File: config.mk
export PLATFORM = sky130hd
export DESIGN_NAME = uart_serial_control
export DESIGN_NICKNAME = d
export VERILOG_FILES = /design/src/rtl/uart_pkg.sv /design/src/rtl/rate_divider.sv /design/src/rtl/uart_serial_control.sv
export SDC_FILE = /design/constraint.sdc
export NUM_CORES = 1
export LEC_CHECK = 0
export ABC_AREA = 1
export ABC_CLOCK_PERIOD_IN_PS = 4880
export BUFFER_PORTS_ARGS = -buffer_cell sky130_fd_sc_hd__buf_2
export CORE_ASPECT_RATIO = 0.9
export CORE_MARGIN = 10
export CORE_UTILIZATION = 55
export CTS_BUF_LIST = sky130_fd_sc_hd__clkbuf_8
export DETAILED_ROUTE_END_ITERATION = 7
export PLACE_DENSITY = 0.75
export REMOVE_ABC_BUFFERS = 1
export SLEW_MARGIN = 15
export SYNTH_ARGS = -nofsm -noshare
export SYNTH_HDL_FRONTEND = slang
export SYNTH_HIERARCHICAL = 1
export SYNTH_SLANG_ARGS = --single-unit
File: constraint.sdc
create_clock -name aclk -period 4.88 [get_ports aclk]
set_clock_uncertainty 0.15 [all_clocks]
set_input_delay 0 -clock aclk [delete_from_list [all_inputs] [get_ports aclk]]
set_output_delay 0 -clock aclk [all_outputs]
set_load 0.05 [all_outputs]
File: src/rtl/uart_pkg.sv
// constants shared by the serial control block and its bench
package uart_pkg;
   // register byte offsets on the bus
   localparam logic [7:0] OFS_CTRL = 8'h00;
   localparam logic [7:0] OFS_DATA = 8'h04;
   localparam logic [7:0] OFS_CFG = 8'h08;
   localparam logic [7:0] OFS_RELOAD = 8'h0C;
   localparam logic [7:0] OFS_STAT = 8'h10;
   localparam logic [7:0] OFS_MASK = 8'h14;
   localparam logic [7:0] OFS_BIT = 8'h18;
   // serial_control bit positions
   localparam int B_HIGH = 7;
   localparam int B_LOW = 6;
   localparam int B_MP = 5;
   localparam int B_REN = 4;
   localparam int B_TB8 = 3;
   localparam int B_RB8 = 2;
   localparam int B_TI = 1;
   localparam int B_RI = 0;
   // configuration register bit positions
   localparam int C_VIEW = 0;
   localparam int C_DBL = 1;
   localparam int C_FAST = 2;
   localparam int C_SRC = 3;
   localparam int C_X2 = 4;
   // interrupt status bit positions
   localparam int S_TX = 0;
   localparam int S_RX = 1;
   localparam int S_FE = 2;
   // values after reset
   localparam logic [7:0] CTRL_RST = 8'h00;
   localparam logic [4:0] CFG_RST = 5'h00;
   localparam logic [7:0] RELOAD_RST = 8'h00;
   localparam logic [2:0] IRQ_RST = 3'h0;
   // half-bit periods in clocks or overflows, then divider, frame and bus constants
   localparam logic [7:0] HALF_M0 = 8'h06;
   localparam logic [7:0] HALF_M0_X2 = 8'h03;
   localparam logic [7:0] HALF_M2 = 8'h20;
   localparam logic [7:0] HALF_M2_DBL = 8'h10;
   localparam logic [7:0] HALF_VAR = 8'h10;
   localparam logic [7:0] HALF_VAR_DBL = 8'h08;
   localparam logic [7:0] PRE_SLOW = 8'h06;
   localparam logic [7:0] PRE_FAST = 8'h01;
   localparam logic [8:0] BRG_TOP = 9'h100;
   localparam logic [2:0] LAST_BIT = 3'h7;
   localparam logic [1:0] RESP_OKAY = 2'h0;
   localparam logic [1:0] RESP_SLVERR = 2'h2;
   typedef enum logic [2:0] {
      ST_IDLE, ST_START, ST_DATA, ST_NINTH, ST_STOP
   } frame_e;
endpackage : uart_pkg

File: src/rtl/rate_divider.sv
// enable-pulse divider: one tick per period enabled cycles
`timescale 1ns/1ps
module rate_divider #(parameter int W = 8) (
   input wire logic aclk,
   input wire logic aresetn,
   input wire logic en,
   input wire logic [W-1:0] period,
   output logic tick
);
   logic [W-1:0] count;
   logic [W-1:0] next_count;

   // >= keeps a shortened period from wrapping the whole range
   always_comb begin
      tick = en && (count >= W'(period - 1'b1));
      next_count = count;
      if (en) begin
         next_count = tick ? '0 : W'(count + 1'b1);
      end
   end

   always_ff @(posedge aclk) begin
      if (!aresetn) begin
         count <= '0;
      end else begin
         count <= next_count;
      end
   end
endmodule : rate_divider

File: src/rtl/uart_serial_control.sv
// serial port control, framing and status behind an axi4-lite slave
//
// Contract
// invalid stop bit sets framing error; here set only while error view is selected
// framing error sticks until software clears
// bit 7 shows error or mode by view
// mode bits pick frame and bit rate
// multiproc gates rx done in modes 1-3
// receiver works only with receive enable
// modes 2,3 send tx ninth bit
// modes 2,3 load received ninth bit
// mode 1 stores stop; mode 0 unused
// tx done: bit 8 mode 0, else stop
// software clears done flags writing zero
// mode 0 rx done after eighth bit
// control clears at reset; bit writes
// generator clocks modes 1,3, optional 0
// error view moves rx done to stop
// generator rate from reload and speed
// doubler doubles rate in modes 1-3
// serial request while a done flag set
`timescale 1ns/1ps
module uart_serial_control (
   input wire logic aclk,
   input wire logic aresetn,
   input wire logic [7:0] s_axi_awaddr,
   input wire logic s_axi_awvalid,
   output logic s_axi_awready,
   input wire logic [31:0] s_axi_wdata,
   input wire logic [3:0] s_axi_wstrb,
   input wire logic s_axi_wvalid,
   output logic s_axi_wready,
   output logic [1:0] s_axi_bresp,
   output logic s_axi_bvalid,
   input wire logic s_axi_bready,
   input wire logic [7:0] s_axi_araddr,
   input wire logic s_axi_arvalid,
   output logic s_axi_arready,
   output logic [31:0] s_axi_rdata,
   output logic [1:0] s_axi_rresp,
   output logic s_axi_rvalid,
   input wire logic s_axi_rready,
   input wire logic rx_pin_i,
   output logic rx_pin_o,
   output logic rx_pin_oe,
   output logic tx_pin,
   output logic serial_irq,
   output logic irq
);
   import uart_pkg::*;

   logic aw_held, w_held, next_aw_held, next_w_held;
   logic [7:0] aw_addr, next_aw_addr, ar_addr_q;
   logic [7:0] w_data, next_w_data;
   logic w_lane0, next_w_lane0, next_bvalid, next_rvalid;
   logic [1:0] next_bresp, next_rresp;
   logic [31:0] next_rdata;
   logic wr_go, wr_en, ctrl_wr, rd_go, rd_stat, known_w, known_r;
   logic [7:0] serial_control, next_serial_control, view, wbyte;
   logic framing_error_flag, next_framing_error_flag;
   logic [4:0] config_q, next_config_q;
   logic [7:0] baud_reload_value, next_baud_reload_value;
   logic [7:0] rx_buffer, next_rx_buffer;
   logic [2:0] irq_status, next_irq_status, irq_mask, next_irq_mask;
   logic mode_select_high, mode_select_low, multiproc_enable;
   logic receive_enable, tx_ninth_bit, rx_ninth_bit;
   logic tx_done_flag, rx_done_flag, error_view_select, baud_doubler;
   logic gen_fast_select, gen_for_shift_mode, double_speed_mode;
   logic m0, nine, pre_tick, ovf_tick, ht, bit_en;
   logic [7:0] half_period;
   frame_e tx_state, next_tx_state, rx_state, next_rx_state;
   logic tx_phase, next_tx_phase, m0_rx, next_m0_rx, ti_set, m0_done;
   logic [2:0] tx_cnt, next_tx_cnt, rx_cnt, next_rx_cnt;
   logic [7:0] tx_shift, next_tx_shift, rx_shift, next_rx_shift;
   logic next_tx_pin, next_rx_pin_o, next_rx_pin_oe;
   logic rx_phase, next_rx_phase, rx_nine, next_rx_nine;
   logic rx_load, rx_bit8, fe_set, sample, frame_end;

   assign {mode_select_high, mode_select_low} = serial_control[7:6];
   assign multiproc_enable = serial_control[B_MP];
   assign receive_enable = serial_control[B_REN];
   assign tx_ninth_bit = serial_control[B_TB8];
   assign rx_ninth_bit = serial_control[B_RB8];
   assign tx_done_flag = serial_control[B_TI];
   assign rx_done_flag = serial_control[B_RI];
   assign error_view_select = config_q[C_VIEW];
   assign baud_doubler = config_q[C_DBL];
   assign gen_fast_select = config_q[C_FAST];
   assign gen_for_shift_mode = config_q[C_SRC];
   assign double_speed_mode = config_q[C_X2];
   assign m0 = !mode_select_high && !mode_select_low;
   assign nine = mode_select_high;

   ////////////////////////////////////////////////////////////////////////
   // bit-rate chain: prescaler, reload generator, half-bit divider
   rate_divider #(.W(8)) u_pre (.aclk(aclk), .aresetn(aresetn),
      .en(1'b1), .period(gen_fast_select ? PRE_FAST : PRE_SLOW),
      .tick(pre_tick));
   rate_divider #(.W(9)) u_brg (.aclk(aclk), .aresetn(aresetn),
      .en(pre_tick), .period(BRG_TOP - {1'b0, baud_reload_value}),
      .tick(ovf_tick));
   rate_divider #(.W(8)) u_half (.aclk(aclk), .aresetn(aresetn),
      .en(bit_en), .period(half_period), .tick(ht));

   // half a bit is 16 overflows, 8 with the doubler, so the 32 or 16 per bit are kept exactly
   always_comb begin
      bit_en = ovf_tick;
      half_period = baud_doubler ? HALF_VAR_DBL : HALF_VAR;
      if (m0 && !gen_for_shift_mode) begin
         bit_en = 1'b1;
         half_period = double_speed_mode ? HALF_M0_X2 : HALF_M0;
      end else if (mode_select_high && !mode_select_low) begin
         bit_en = 1'b1;
         half_period = baud_doubler ? HALF_M2_DBL : HALF_M2;
      end
   end

   ////////////////////////////////////////////////////////////////////////
   // axi4-lite slave: address and data taken in either order
   assign s_axi_awready = !aw_held && !s_axi_bvalid;
   assign s_axi_wready = !w_held && !s_axi_bvalid;
   assign s_axi_arready = !s_axi_rvalid;
   assign wr_go = aw_held && w_held && !s_axi_bvalid;
   assign wr_en = wr_go && w_lane0;
   assign rd_go = s_axi_arvalid && s_axi_arready;
   assign rd_stat = rd_go && s_axi_araddr == OFS_STAT;
   assign ctrl_wr = wr_en && (aw_addr == OFS_CTRL || aw_addr == OFS_BIT);
   assign known_w = aw_addr inside {OFS_CTRL, OFS_DATA, OFS_CFG,
      OFS_RELOAD, OFS_STAT, OFS_MASK, OFS_BIT};
   assign known_r = s_axi_araddr inside {OFS_CTRL, OFS_DATA, OFS_CFG,
      OFS_RELOAD, OFS_STAT, OFS_MASK};

   // the status read answers with the bits it clears
   always_comb begin
      next_aw_held = aw_held;
      next_aw_addr = aw_addr;
      next_w_held = w_held;
      next_w_data = w_data;
      next_w_lane0 = w_lane0;
      next_bvalid = s_axi_bvalid && !s_axi_bready;
      next_bresp = s_axi_bresp;
      next_rvalid = s_axi_rvalid && !s_axi_rready;
      next_rresp = s_axi_rresp;
      next_rdata = s_axi_rdata;
      if (s_axi_awvalid && s_axi_awready) begin
         next_aw_held = 1'b1;
         next_aw_addr = s_axi_awaddr;
      end
      if (s_axi_wvalid && s_axi_wready) begin
         next_w_held = 1'b1;
         next_w_data = s_axi_wdata[7:0];
         next_w_lane0 = s_axi_wstrb[0];
      end
      if (wr_go) begin
         next_aw_held = 1'b0;
         next_w_held = 1'b0;
         next_bvalid = 1'b1;
         next_bresp = known_w ? RESP_OKAY : RESP_SLVERR;
      end
      if (rd_go) begin
         next_rvalid = 1'b1;
         next_rresp = known_r ? RESP_OKAY : RESP_SLVERR;
         case (s_axi_araddr)
            OFS_CTRL: next_rdata = {24'h0, view};
            OFS_DATA: next_rdata = {24'h0, rx_buffer};
            OFS_CFG: next_rdata = {27'h0, config_q};
            OFS_RELOAD: next_rdata = {24'h0, baud_reload_value};
            OFS_STAT: next_rdata = {29'h0, irq_status};
            OFS_MASK: next_rdata = {29'h0, irq_mask};
            default: next_rdata = 32'h0;
         endcase
      end
   end

   always_ff @(posedge aclk) begin
      if (!aresetn) begin
         aw_held <= 1'b0;
         aw_addr <= 8'h00;
         w_held <= 1'b0;
         w_data <= 8'h00;
         w_lane0 <= 1'b0;
         s_axi_bvalid <= 1'b0;
         s_axi_bresp <= RESP_OKAY;
         s_axi_rvalid <= 1'b0;
         s_axi_rresp <= RESP_OKAY;
         s_axi_rdata <= 32'h0;
         ar_addr_q <= 8'h00;
      end else begin
         aw_held <= next_aw_held;
         aw_addr <= next_aw_addr;
         w_held <= next_w_held;
         w_data <= next_w_data;
         w_lane0 <= next_w_lane0;
         s_axi_bvalid <= next_bvalid;
         s_axi_bresp <= next_bresp;
         s_axi_rvalid <= next_rvalid;
         s_axi_rresp <= next_rresp;
         s_axi_rdata <= next_rdata;
         ar_addr_q <= rd_go ? s_axi_araddr : ar_addr_q;
      end
   end

   ////////////////////////////////////////////////////////////////////////
   // registers: software writes, then hardware sets, so a set wins
   always_comb begin
      view = serial_control;
      view[B_HIGH] = error_view_select ? framing_error_flag
                                       : mode_select_high;
      wbyte = w_data;
      if (aw_addr == OFS_BIT) begin
         wbyte = view;
         wbyte[w_data[2:0]] = w_data[3];
      end
      next_serial_control = serial_control;
      next_framing_error_flag = framing_error_flag;
      next_config_q = config_q;
      next_baud_reload_value = baud_reload_value;
      next_irq_mask = irq_mask;
      next_rx_buffer = rx_buffer;
      if (ctrl_wr) begin
         next_serial_control[6:0] = wbyte[6:0];
         if (error_view_select) begin
            next_framing_error_flag = wbyte[B_HIGH];
         end else begin
            next_serial_control[B_HIGH] = wbyte[B_HIGH];
         end
      end
      if (wr_en && aw_addr == OFS_CFG) next_config_q = w_data[4:0];
      if (wr_en && aw_addr == OFS_RELOAD) next_baud_reload_value = w_data;
      if (wr_en && aw_addr == OFS_MASK) next_irq_mask = w_data[2:0];
      if (ti_set) next_serial_control[B_TI] = 1'b1;
      if (m0_done) begin
         next_serial_control[B_RI] = 1'b1;
         next_rx_buffer = next_tx_shift; // eighth bit included
      end
      if (rx_load) begin
         next_serial_control[B_RI] = 1'b1;
         next_serial_control[B_RB8] = rx_bit8;
         next_rx_buffer = rx_shift;
      end
      if (fe_set) next_framing_error_flag = 1'b1;
      next_irq_status = (rd_stat ? IRQ_RST : irq_status)
                      | {fe_set, rx_load || m0_done, ti_set};
   end

   always_ff @(posedge aclk) begin
      if (!aresetn) begin
         serial_control <= CTRL_RST;
         framing_error_flag <= 1'b0;
         config_q <= CFG_RST;
         baud_reload_value <= RELOAD_RST;
         irq_mask <= IRQ_RST;
         irq_status <= IRQ_RST;
         rx_buffer <= 8'h00;
         serial_irq <= 1'b0;
         irq <= 1'b0;
      end else begin
         serial_control <= next_serial_control;
         framing_error_flag <= next_framing_error_flag;
         config_q <= next_config_q;
         baud_reload_value <= next_baud_reload_value;
         irq_mask <= next_irq_mask;
         irq_status <= next_irq_status;
         rx_buffer <= next_rx_buffer;
         serial_irq <= next_serial_control[B_TI]
                    || next_serial_control[B_RI];
         irq <= |(next_irq_status & next_irq_mask);
      end
   end

   ////////////////////////////////////////////////////////////////////////
   // transmitter, also the mode 0 shifter in both directions
   always_comb begin
      next_tx_state = tx_state;
      next_tx_phase = tx_phase;
      next_tx_cnt = tx_cnt;
      next_tx_shift = tx_shift;
      next_m0_rx = m0_rx;
      ti_set = 1'b0;
      m0_done = 1'b0;
      case (tx_state)
         ST_IDLE: begin
            next_tx_phase = 1'b0;
            next_tx_cnt = 3'h0;
            if (wr_en && aw_addr == OFS_DATA) begin
               next_tx_shift = w_data;
               next_m0_rx = 1'b0;
               next_tx_state = m0 ? ST_DATA : ST_START;
            end else if (m0 && receive_enable && !rx_done_flag) begin
               next_m0_rx = 1'b1;
               next_tx_state = ST_DATA;
            end
         end
         default: begin
            if (ht) begin
               next_tx_phase = !tx_phase;
               if (tx_phase) begin
                  case (tx_state)
                     ST_START: next_tx_state = ST_DATA;
                     ST_DATA: begin
                        next_tx_shift = {m0_rx && rx_pin_i, tx_shift[7:1]};
                        next_tx_cnt = 3'(tx_cnt + 1'b1);
                        if (tx_cnt == LAST_BIT) begin
                           if (m0) begin
                              next_tx_state = ST_IDLE;
                              ti_set = !m0_rx;
                              m0_done = m0_rx && receive_enable;
                           end else begin
                              next_tx_state = nine ? ST_NINTH : ST_STOP;
                              ti_set = !nine;
                           end
                        end
                     end
                     ST_NINTH: begin
                        next_tx_state = ST_STOP;
                        ti_set = 1'b1;
                     end
                     default: next_tx_state = ST_IDLE;
                  endcase
               end
            end
         end
      endcase
      // mode 0 puts the shift clock on the transmit pin, low first half
      next_rx_pin_oe = m0 && next_tx_state == ST_DATA && !next_m0_rx;
      next_rx_pin_o = next_tx_shift[0];
      case (next_tx_state)
         ST_START: next_tx_pin = 1'b0;
         ST_DATA: next_tx_pin = m0 ? next_tx_phase : next_tx_shift[0];
         ST_NINTH: next_tx_pin = tx_ninth_bit;
         default: next_tx_pin = 1'b1;
      endcase
   end

   always_ff @(posedge aclk) begin
      if (!aresetn) begin
         tx_state <= ST_IDLE;
         tx_phase <= 1'b0;
         tx_cnt <= 3'h0;
         tx_shift <= 8'h00;
         m0_rx <= 1'b0;
         tx_pin <= 1'b1;
         rx_pin_o <= 1'b0;
         rx_pin_oe <= 1'b0;
      end else begin
         tx_state <= next_tx_state;
         tx_phase <= next_tx_phase;
         tx_cnt <= next_tx_cnt;
         tx_shift <= next_tx_shift;
         m0_rx <= next_m0_rx;
         tx_pin <= next_tx_pin;
         rx_pin_o <= next_rx_pin_o;
         rx_pin_oe <= next_rx_pin_oe;
      end
   end

   ////////////////////////////////////////////////////////////////////////
   // asynchronous receiver: start seen on a half tick, sampled mid-bit
   assign sample = ht && !rx_phase;
   always_comb begin
      next_rx_state = rx_state;
      next_rx_phase = ht ? !rx_phase : rx_phase;
      next_rx_cnt = rx_cnt;
      next_rx_shift = rx_shift;
      next_rx_nine = rx_nine;
      frame_end = 1'b0;
      rx_bit8 = rx_pin_i;
      fe_set = 1'b0;
      case (rx_state)
         ST_IDLE: begin
            next_rx_phase = 1'b0;
            next_rx_cnt = 3'h0;
            if (ht && !m0 && receive_enable && !rx_pin_i) begin
               next_rx_state = ST_START;
            end
         end
         ST_START: if (sample) begin
            next_rx_state = rx_pin_i ? ST_IDLE : ST_DATA; // false start
         end
         ST_DATA: if (sample) begin
            next_rx_shift = {rx_pin_i, rx_shift[7:1]};
            next_rx_cnt = 3'(rx_cnt + 1'b1);
            if (rx_cnt == LAST_BIT) begin
               next_rx_state = nine ? ST_NINTH : ST_STOP;
            end
         end
         ST_NINTH: if (sample) begin
            next_rx_nine = rx_pin_i;
            next_rx_state = ST_STOP;
            frame_end = !error_view_select;
         end
         ST_STOP: if (sample) begin
            next_rx_state = ST_IDLE;
            frame_end = error_view_select || !nine;
            fe_set = error_view_select && !rx_pin_i;
         end
         default: next_rx_state = ST_IDLE;
      endcase
      if (nine) rx_bit8 = rx_state == ST_NINTH ? rx_pin_i : rx_nine;
      // a full buffer is kept; multiproc passes only frames with the ninth bit set, in mode 1 a high stop bit
      rx_load = frame_end && !rx_done_flag && receive_enable
             && (!multiproc_enable || rx_bit8);
      if (!receive_enable || m0) next_rx_state = ST_IDLE;
   end

   always_ff @(posedge aclk) begin
      if (!aresetn) begin
         rx_state <= ST_IDLE;
         rx_phase <= 1'b0;
         rx_cnt <= 3'h0;
         rx_shift <= 8'h00;
         rx_nine <= 1'b0;
      end else begin
         rx_state <= next_rx_state;
         rx_phase <= next_rx_phase;
         rx_cnt <= next_rx_cnt;
         rx_shift <= next_rx_shift;
         rx_nine <= next_rx_nine;
      end
   end
endmodule : uart_serial_control

Word level (Yosys, flattened, before mapping)
Index checks and enable logic that the tools add are counted.
- order comparisons: 5
- equal/unequal tests: 29
- reduce and logical (&&, ||, !) cells: 85
- $add $sub $neg: 9
- bitwise gates (word level): 4
- muxes and demuxes: 83
- operator list (kind ; number):
    $mux 8 ; 9
    $mux 3 ; 20
    $pmux 8 s6 ; 1
    $eq 8x5->1 const B ; 5
    $logic_and 1x1->1 ; 36
    $mux 1 ; 36
    $eq 8x4->1 const B ; 4
    $logic_not 1->1 ; 19
    $eq 3x2->1 const B ; 6
    $mux 6 ; 3
    $add 8x1->8 const B ; 2
    $eq 8x3->1 const B ; 2
    $ge 8x8->1 ; 2
    $logic_not 8->1 ; 2
    $pmux 3 s5 ; 1
    $ne 2x2->1 const B ; 6
    $reduce_and 2->1 ; 5
    $reduce_bool 2->1 ; 5
    $reduce_or 2->1 ; 5
    $add 9x1->9 const B ; 1
    $eq 3x1->1 const B ; 3
    $eq 3x3->1 const B ; 3
    $ge 9x9->1 ; 1
    $mux 9 ; 1
    25 further kinds ; 37
- register bits: 155
- word-level logic and storage cells: 253
- output and inout bits: 46
- input bits: 60

Depth between registers and ports, before layout
- depth in word-level cells: 17
- gate-level depth with buffers: 31

Cells and area by module
The synthesis kept the hierarchy.
- by module, submodules not included (module ; sequential area each (µm²) ; area an instance (µm²) ; cells an instance ; instances):
    uart_serial_control ; 2062.0 ; 5529.1 ; 816 ; 1
    rate_divider at u_half ... ; 160.2 ; 685.7 ; 101 ; 2
    rate_divider at u_brg ; 180.2 ; 767.0 ; 110 ; 1

Least setup slack after synthesis
No wires, ideal clock.
- path kind: register to register
- start point: reg baud_reload_value[0]
- end point: reg rx_buffer[6]
- cell stages (with the launch flop): 30
- data required time: 4611 ps
- slack: 1182 ps
- path buffers: 1
- arrival time: 3428 ps
- path through: dfxtp_1 inv_1 ha_1 inv_1 ha_1 nand2_1 nor2_1 nand2_1 nor2_1 a21o_1 nand2_1 ha_1 nand2_1 nor2_1 nand3_1 nand3_1 nand2_1 inv_1 nor2_1 nand2_1 nand2_1 inv_1 inv_1 nor2_1 nand3_1 a21oi_4 nand2_4 buf_6 o21ai_0 a21oi_1
- cells in the longest elaborated chain, start to end: 14
- elaborated cells on any way between the ends: 21
- classes of those cells: 2 x add/sub; 1 x order compare; 11 x mux; 7 x reduce/logical
- ends and longest elaborated chain (what ; line ; source):
    start: declaration ; uart_serial_control.sv:62 ; logic [7:0] baud_reload_value, next_baud_reload_value;
    start signal: assignment ; uart_serial_control.sv:261 ; baud_reload_value <= next_baud_reload_value;
    $sub 9x8->9 (*) ; uart_serial_control.sv:100 ; .en(pre_tick), .period(BRG_TOP - {1'b0, baud_reload_value}),
    $sub 9x1->9 (*) ; rate_divider.sv:15 ; tick = en && (count >= W'(period - 1'b1));
    $ge 9x9->1 (*) ; rate_divider.sv:15 ;
    $logic_and 1x1->1 (*) ; rate_divider.sv:15 ;
    net ovf_tick ; uart_serial_control.sv:69 ; logic m0, nine, pre_tick, ovf_tick, ht, bit_en;
    $mux 1 (*) ; uart_serial_control.sv:112 ; end else if (mode_select_high && !mode_select_low) begin
    $mux 1 (*) ; uart_serial_control.sv:109 ; if (m0 && !gen_for_shift_mode) begin
    net bit_en ; uart_serial_control.sv:69 ;
    $logic_and 1x1->1 (*) ; rate_divider.sv:15 ;
    net ht ; uart_serial_control.sv:69 ;
    $logic_and 1x1->1 ; uart_serial_control.sv:359 ; assign sample = ht && !rx_phase;
    $mux 1, on equally long branches ; uart_serial_control.sv:392, uart_serial_control.sv:387 ;
    $pmux 1 s2 ; uart_serial_control.sv:369 ; case (rx_state)
    $logic_and 1x1->1 (2 in series) ; uart_serial_control.sv:401 ; rx_load = frame_end && !rx_done_flag && receive_enable
    $logic_and 1x1->1 ; uart_serial_control.sv:402 ; && (!multiproc_enable || rx_bit8);
    $mux 8 / $reduce_bool 2->1 (equally long branches) ; -- ;
    end signal: assignment ; uart_serial_control.sv:264 ; rx_buffer <= next_rx_buffer;
    end: declaration ; uart_serial_control.sv:63 ; logic [7:0] rx_buffer, next_rx_buffer;
Mark *: on every way through the listed nets, which the timed path passes. The rest lies on a longest branch. The select of a mux whose other input is x is not followed.
A chain may end at the register's enable or synchronous reset.

Final worst setup path
- start point: reg baud_reload_value[0]
- end point: reg serial_irq
- cells in the longest elaborated chain, start to end: 15
- elaborated cells on any way between the ends: 22
- classes of those cells: 2 x add/sub; 1 x order compare; 12 x mux; 7 x reduce/logical
- ends and longest elaborated chain (what ; line ; source):
    $sub 9x8->9 (*) ; uart_serial_control.sv:100 ;
    $sub 9x1->9 (*) ; rate_divider.sv:15 ;
    $ge 9x9->1 (*) ; rate_divider.sv:15 ;
    $logic_and 1x1->1 (*) ; rate_divider.sv:15 ;
    net ovf_tick ; uart_serial_control.sv:69 ;
    $mux 1 (*) ; uart_serial_control.sv:112 ;
    $mux 1 (*) ; uart_serial_control.sv:109 ;
    net bit_en ; uart_serial_control.sv:69 ;
    $logic_and 1x1->1 (*) ; rate_divider.sv:15 ;
    net ht ; uart_serial_control.sv:69 ;
    $logic_and 1x1->1 ; uart_serial_control.sv:359 ;
    $mux 1, on equally long branches ; uart_serial_control.sv:392, uart_serial_control.sv:387 ;
    $pmux 1 s2 ; uart_serial_control.sv:369 ;
    $logic_and 1x1->1 (2 in series) ; uart_serial_control.sv:401 ;
    $logic_and 1x1->1 ; uart_serial_control.sv:402 ;
    $mux 1 ; uart_serial_control.sv:236 ; if (rx_load) begin
    $logic_or 1x1->1 (*) ; uart_serial_control.sv:266 ; || next_serial_control[B_RI];
    end signal: assignment ; uart_serial_control.sv:265 ; serial_irq <= next_serial_control[B_TI]
    end: declaration ; uart_serial_control.sv:47 ; output logic serial_irq,
Mark *: on every way through the listed nets, which the timed path passes. The rest lies on a longest branch.

==> insert_results.sql <==
INSERT INTO impl_metrics (metric_group, metric, value, unit) VALUES
('status', 'run_status', 'complete, but fails checks', ''),
('status', 'violations', 'negative hold slack', ''),
('logic_synthesis', 'async_set_or_reset_register_ratio_after_synthesis', '0', '%'),
('setup_path', 'crit_arrival', '4.65', 'ns'),
('logic_synthesis', 'synthDistinctLibCells', '45', ''),
('logic_synthesis', 'synth-edff-count', '0', ''),
('timing', 'finalHoldViolations', '1', ''),
('logic_synthesis', 'ys_seq_elements', '128', ''),
('job', 'drv_cap', '0', ''),
('floorplanning', 'rows', '40', ''),
('logic_synthesis', 'postSynth.topFlopCell', 'sky130_fd_sc_hd__dfxtp_1', ''),
('hold_path', 'hold_class', 'in -> reg', ''),
('detailed_routing', 'drt_pass1_iterations', '5', ''),
('detailed_routing', 'drt-total-wl', '19100', 'um'),
('grt', 'global_route_total_usage_across_every_layer', '19.9', '%'),
('floorplanning', 'core', '13500', 'um^2'),
('timing', 'post-route-period-util', '90.3', '%'),
('setup_path', 'critical_path.startpoint_type', 'flop', ''),
('detailed_routing', 'route.antenna.remaining_nets', '0', ''),
('place', 'gpl.final_weighted_congestion', '0.922', ''),
('cells_and_area', 'fillers', '1259', ''),
('cells_and_area', 'post-route-cell-area', '8830', 'um^2'),
('timing', 'worst_slack', '0.473', 'ns'),
('floorplanning', 'floorplan.die.width', '144', 'um'),
('pwr', 'worst_ir_drop_vdd', '239', 'uV'),
('place', 'portBuffers', '52', ''),
('cells_and_area', 'drive_gt1_share', '10.9', '%'),
('cells_and_area', 'multi_input_comb_area', '4340', 'um^2'),
('setup_path', 'worst_path_max_delay_cell', 'sky130_fd_sc_hd__dfxtp_1', ''),
('place', 'dp.final_hpwl', '13600', 'um'),
('setup_path', 'critPathBufInv', '6', ''),
('clock_tree', 'cts_htree_levels', '4', ''),
('logic_synthesis', 'synth-warning-count', '6', ''),
('setup_path', 'setup.worst_path.end_class', 'flop', ''),
('clock_tree', 'insertion_delay', '0.46', 'ns'),
('place', 'detailedPlace.worstSlack', '0.360', 'ns'),
('setup_path', 'path_max_fanout', '13', ''),
('detailed_routing', 'drt-vias-per-instance', '5.14', ''),
('detailed_routing', 'vias', '7264', ''),
('logic_synthesis', 'netlist_top_cells_area', 'sky130_fd_sc_hd__dfxtp_1, sky130_fd_sc_hd__nand2_1, sky130_fd_sc_hd__inv_1, sky130_fd_sc_hd__ha_1, sky130_fd_sc_hd__nand3_1', ''),
('pwr', 'leakagePower', '4.18', 'nW'),
('floorplanning', 'i_o_pins', '106', ''),
('logic_synthesis', 'synth_top_cell_area_share', '33.4', '%'),
('detailed_routing', 'drt-initial-drc-count', '630', ''),
('timing', 'report.final.slew_viol_count', '0', ''),
('cells_and_area', 'layout.core_utilization', '65.4', '%'),
('logic_synthesis', 'postSynthAreaPerCell', '6.80', 'um^2'),
('logic_synthesis', 'synth.largest_area_cell', 'sky130_fd_sc_hd__dfxtp_1', ''),
('timing', 'whs', '-0.00519', 'ns'),
('setup_path', 'worstSetupPathType', 'reg -> reg', ''),
('cells_and_area', 'number_of_nets_in_the_finished_design', '1331', ''),
('cells_and_area', 'area_growth', '15.2', '%'),
('floorplanning', 'fp.dieArea', '19100', 'um^2'),
('setup_path', 'critical-path-top-cell-by-count', 'sky130_fd_sc_hd__nand2_1', ''),
('timing', 'slew-limit-headroom', '54.2', '%'),
('cells_and_area', 'final_cells', '1412', ''),
('timing', 'unrepaired_setup_endpoints_after_global_routing', 'false', ''),
('clock_tree', 'cts_num_sinks', '128', ''),
('cells_and_area', 'antenna_cells_inserted', '0', ''),
('grt', 'number_of_global_route_vias_before_repair', '6573', ''),
('clock_tree', 'cts_tree', 'done', ''),
('grt', 'wire_length_of_the_first_global_routing_pass', '31100', 'um'),
('clock_tree', 'clock_root_buffer_master', 'sky130_fd_sc_hd__clkbuf_8', ''),
('grt', 'grt_antenna_before_repair', '0', ''),
('detailed_routing', 'wl_per_cell', '13.5', 'um'),
('grt', 'grt_max_degree', '70', ''),
('cells_and_area', 'seqCellArea', '2560', 'um^2'),
('setup_path', 'crit_path_max_incr_delay', '0.38', 'ns'),
('timing', 'setup-violations-final', '0', ''),
('timing', 'fmax', '227', 'MHz'),
('timing', 'tightest_slew', '0.687', 'ns');
[worst reg2reg max path: cells and delay by family, from the launching register on]
| family | cells | cell delay [ns] |
|---|---|---|
| AND/OR/NAND/NOR | 20 | 2.16 |
| adder cells (fa/ha/maj) | 3 | 0.77 |
| buffers and inverters | 6 | 0.55 |
| flip-flops | 1 | 0.38 |
| AO/OA/AOI/OAI | 2 | 0.35 |
[power by group]
group / switching (mW) / internal (mW) / leakage, nW
registers: 0.0302 / 1.08 / 1.04
logic: 0.264 / 0.103 / 2.91
clock network: 0.406 / 0.592 / 0.235
total: 0.701 / 1.77 / 4.18
[final timing paths]
kind | from | end | slack [ns] | depth (start not counted)
worst min register to register | rx_shift[0]$_SDFFE_PN0P_ | rx_shift[0]$_SDFFE_PN0P_ | 0.31 | 2
worst max register to register | baud_reload_value[0]$_SDFFE_PN0P_ | serial_irq$_SDFF_PN0_ | 0.47 | 31
worst max-delay path | baud_reload_value[0]$_SDFFE_PN0P_ | serial_irq$_SDFF_PN0_ | 0.47 | 31
worst min-delay path | s_axi_araddr[3] | s_axi_rdata[7]$_SDFFE_PN0P_ | -0.005 | 6
[logic make-up (layout without fill, tap and decap cells)]
family,Yosys count,count (layout),synth area share (%)
other cells,2,45,0.0979
buf+inv,215,288,12.2
compound gates,194,194,13.7
mux,1,1,0.131
xor+xnor,39,39,4.45
fa+ha+maj,39,39,6.36
simple gates,510,510,29.6
flops,128,128,33.4
[placed cells by master (no fill, tap or decap), drive strengths merged]
master / count
a2111oi: 1
a211oi: 1
a21boi: 1
a21o: 4
a21oi: 83
a22oi: 1
a31oi: 2
buf: 59
bufinv: 3
clkbuf: 24
clkinv: 3
conb: 45
dfxtp: 128
dlygate4sd3: 37
ha: 39
inv: 162
mux2i: 1
nand2: 243
nand3: 96
nand3b: 1
nand4: 12
nor2: 132
nor3: 24
o211a: 1
o211ai: 11
o21a: 1
o21ai: 84
o21bai: 1
o22ai: 2
o41ai: 1
or2: 2
xnor2: 10
xor2: 29
[state kept, by name, summed over array words and instances, names as in the netlist, 5 cells and up]
name               count
u_pre/count            8
config_q               5
serial_control         8
u_brg/count            9
aw_addr                8
tx_shift               8
baud_reload_value      8
rx_shift               8
w_data                 8
u_half/count           8
s_axi_rdata            8
rx_buffer              8
[synthesized netlist by cell type (4+ instances only)]
cell / instances
sky130_fd_sc_hd__nand3_2: 7
sky130_fd_sc_hd__nand2_1: 232
sky130_fd_sc_hd__buf_4: 28
sky130_fd_sc_hd__nor3_1: 24
sky130_fd_sc_hd__xor2_1: 29
sky130_fd_sc_hd__o211ai_1: 11
sky130_fd_sc_hd__nor2_1: 117
sky130_fd_sc_hd__clkbuf_1: 17
sky130_fd_sc_hd__o21ai_1: 9
sky130_fd_sc_hd__nor2_2: 11
sky130_fd_sc_hd__buf_2: 6
sky130_fd_sc_hd__inv_1: 151
sky130_fd_sc_hd__a21oi_1: 82
sky130_fd_sc_hd__nand2_2: 8
sky130_fd_sc_hd__o21ai_0: 75
sky130_fd_sc_hd__dfxtp_1: 128
sky130_fd_sc_hd__ha_1: 39
sky130_fd_sc_hd__xnor2_1: 10
sky130_fd_sc_hd__nand3_1: 88
sky130_fd_sc_hd__a21o_1: 4
sky130_fd_sc_hd__nand4_1: 10
sky130_fd_sc_hd__inv_2: 8
[per-stage QoR]
stage | hold WS (ns) | power (mW)
floorplan | -0.0524 | 1.37
global route | 0.0512 | 2.58
CTS | 0.000248 | 2.48
finish | -0.00519 | 2.47
global placement | 0.103 | 1.46
detailed placement | 0.109 | 1.46
[layout make-up]
class | instances | area share [%]
clock buffers | 24 | 3.74
inverters | 161 | 6.84
clock inverters | 7 | 1.20
repair buffers | 96 | 7.73
flip-flops and latches | 128 | 29.0
multi-input cells | 828 | 49.1
well taps | 168 | 2.38
[routing by layer]
metal	up-vias	track usage, %	routed length (um)
met5	-	0	0
met2	230	30.2	8240
met1	3225	26.8	8990
met4	0	6.23	273
met3	25	5.44	1560
li1	3784	-	-
[repair_timing]
action,in CTS,in global routing
setup endpoints to repair,0,12
hold endpoints to repair,36,0
buffers inserted,0,3
resized for setup,0,1
hold buffers,37,0
(Power assumes the default switching activity.)
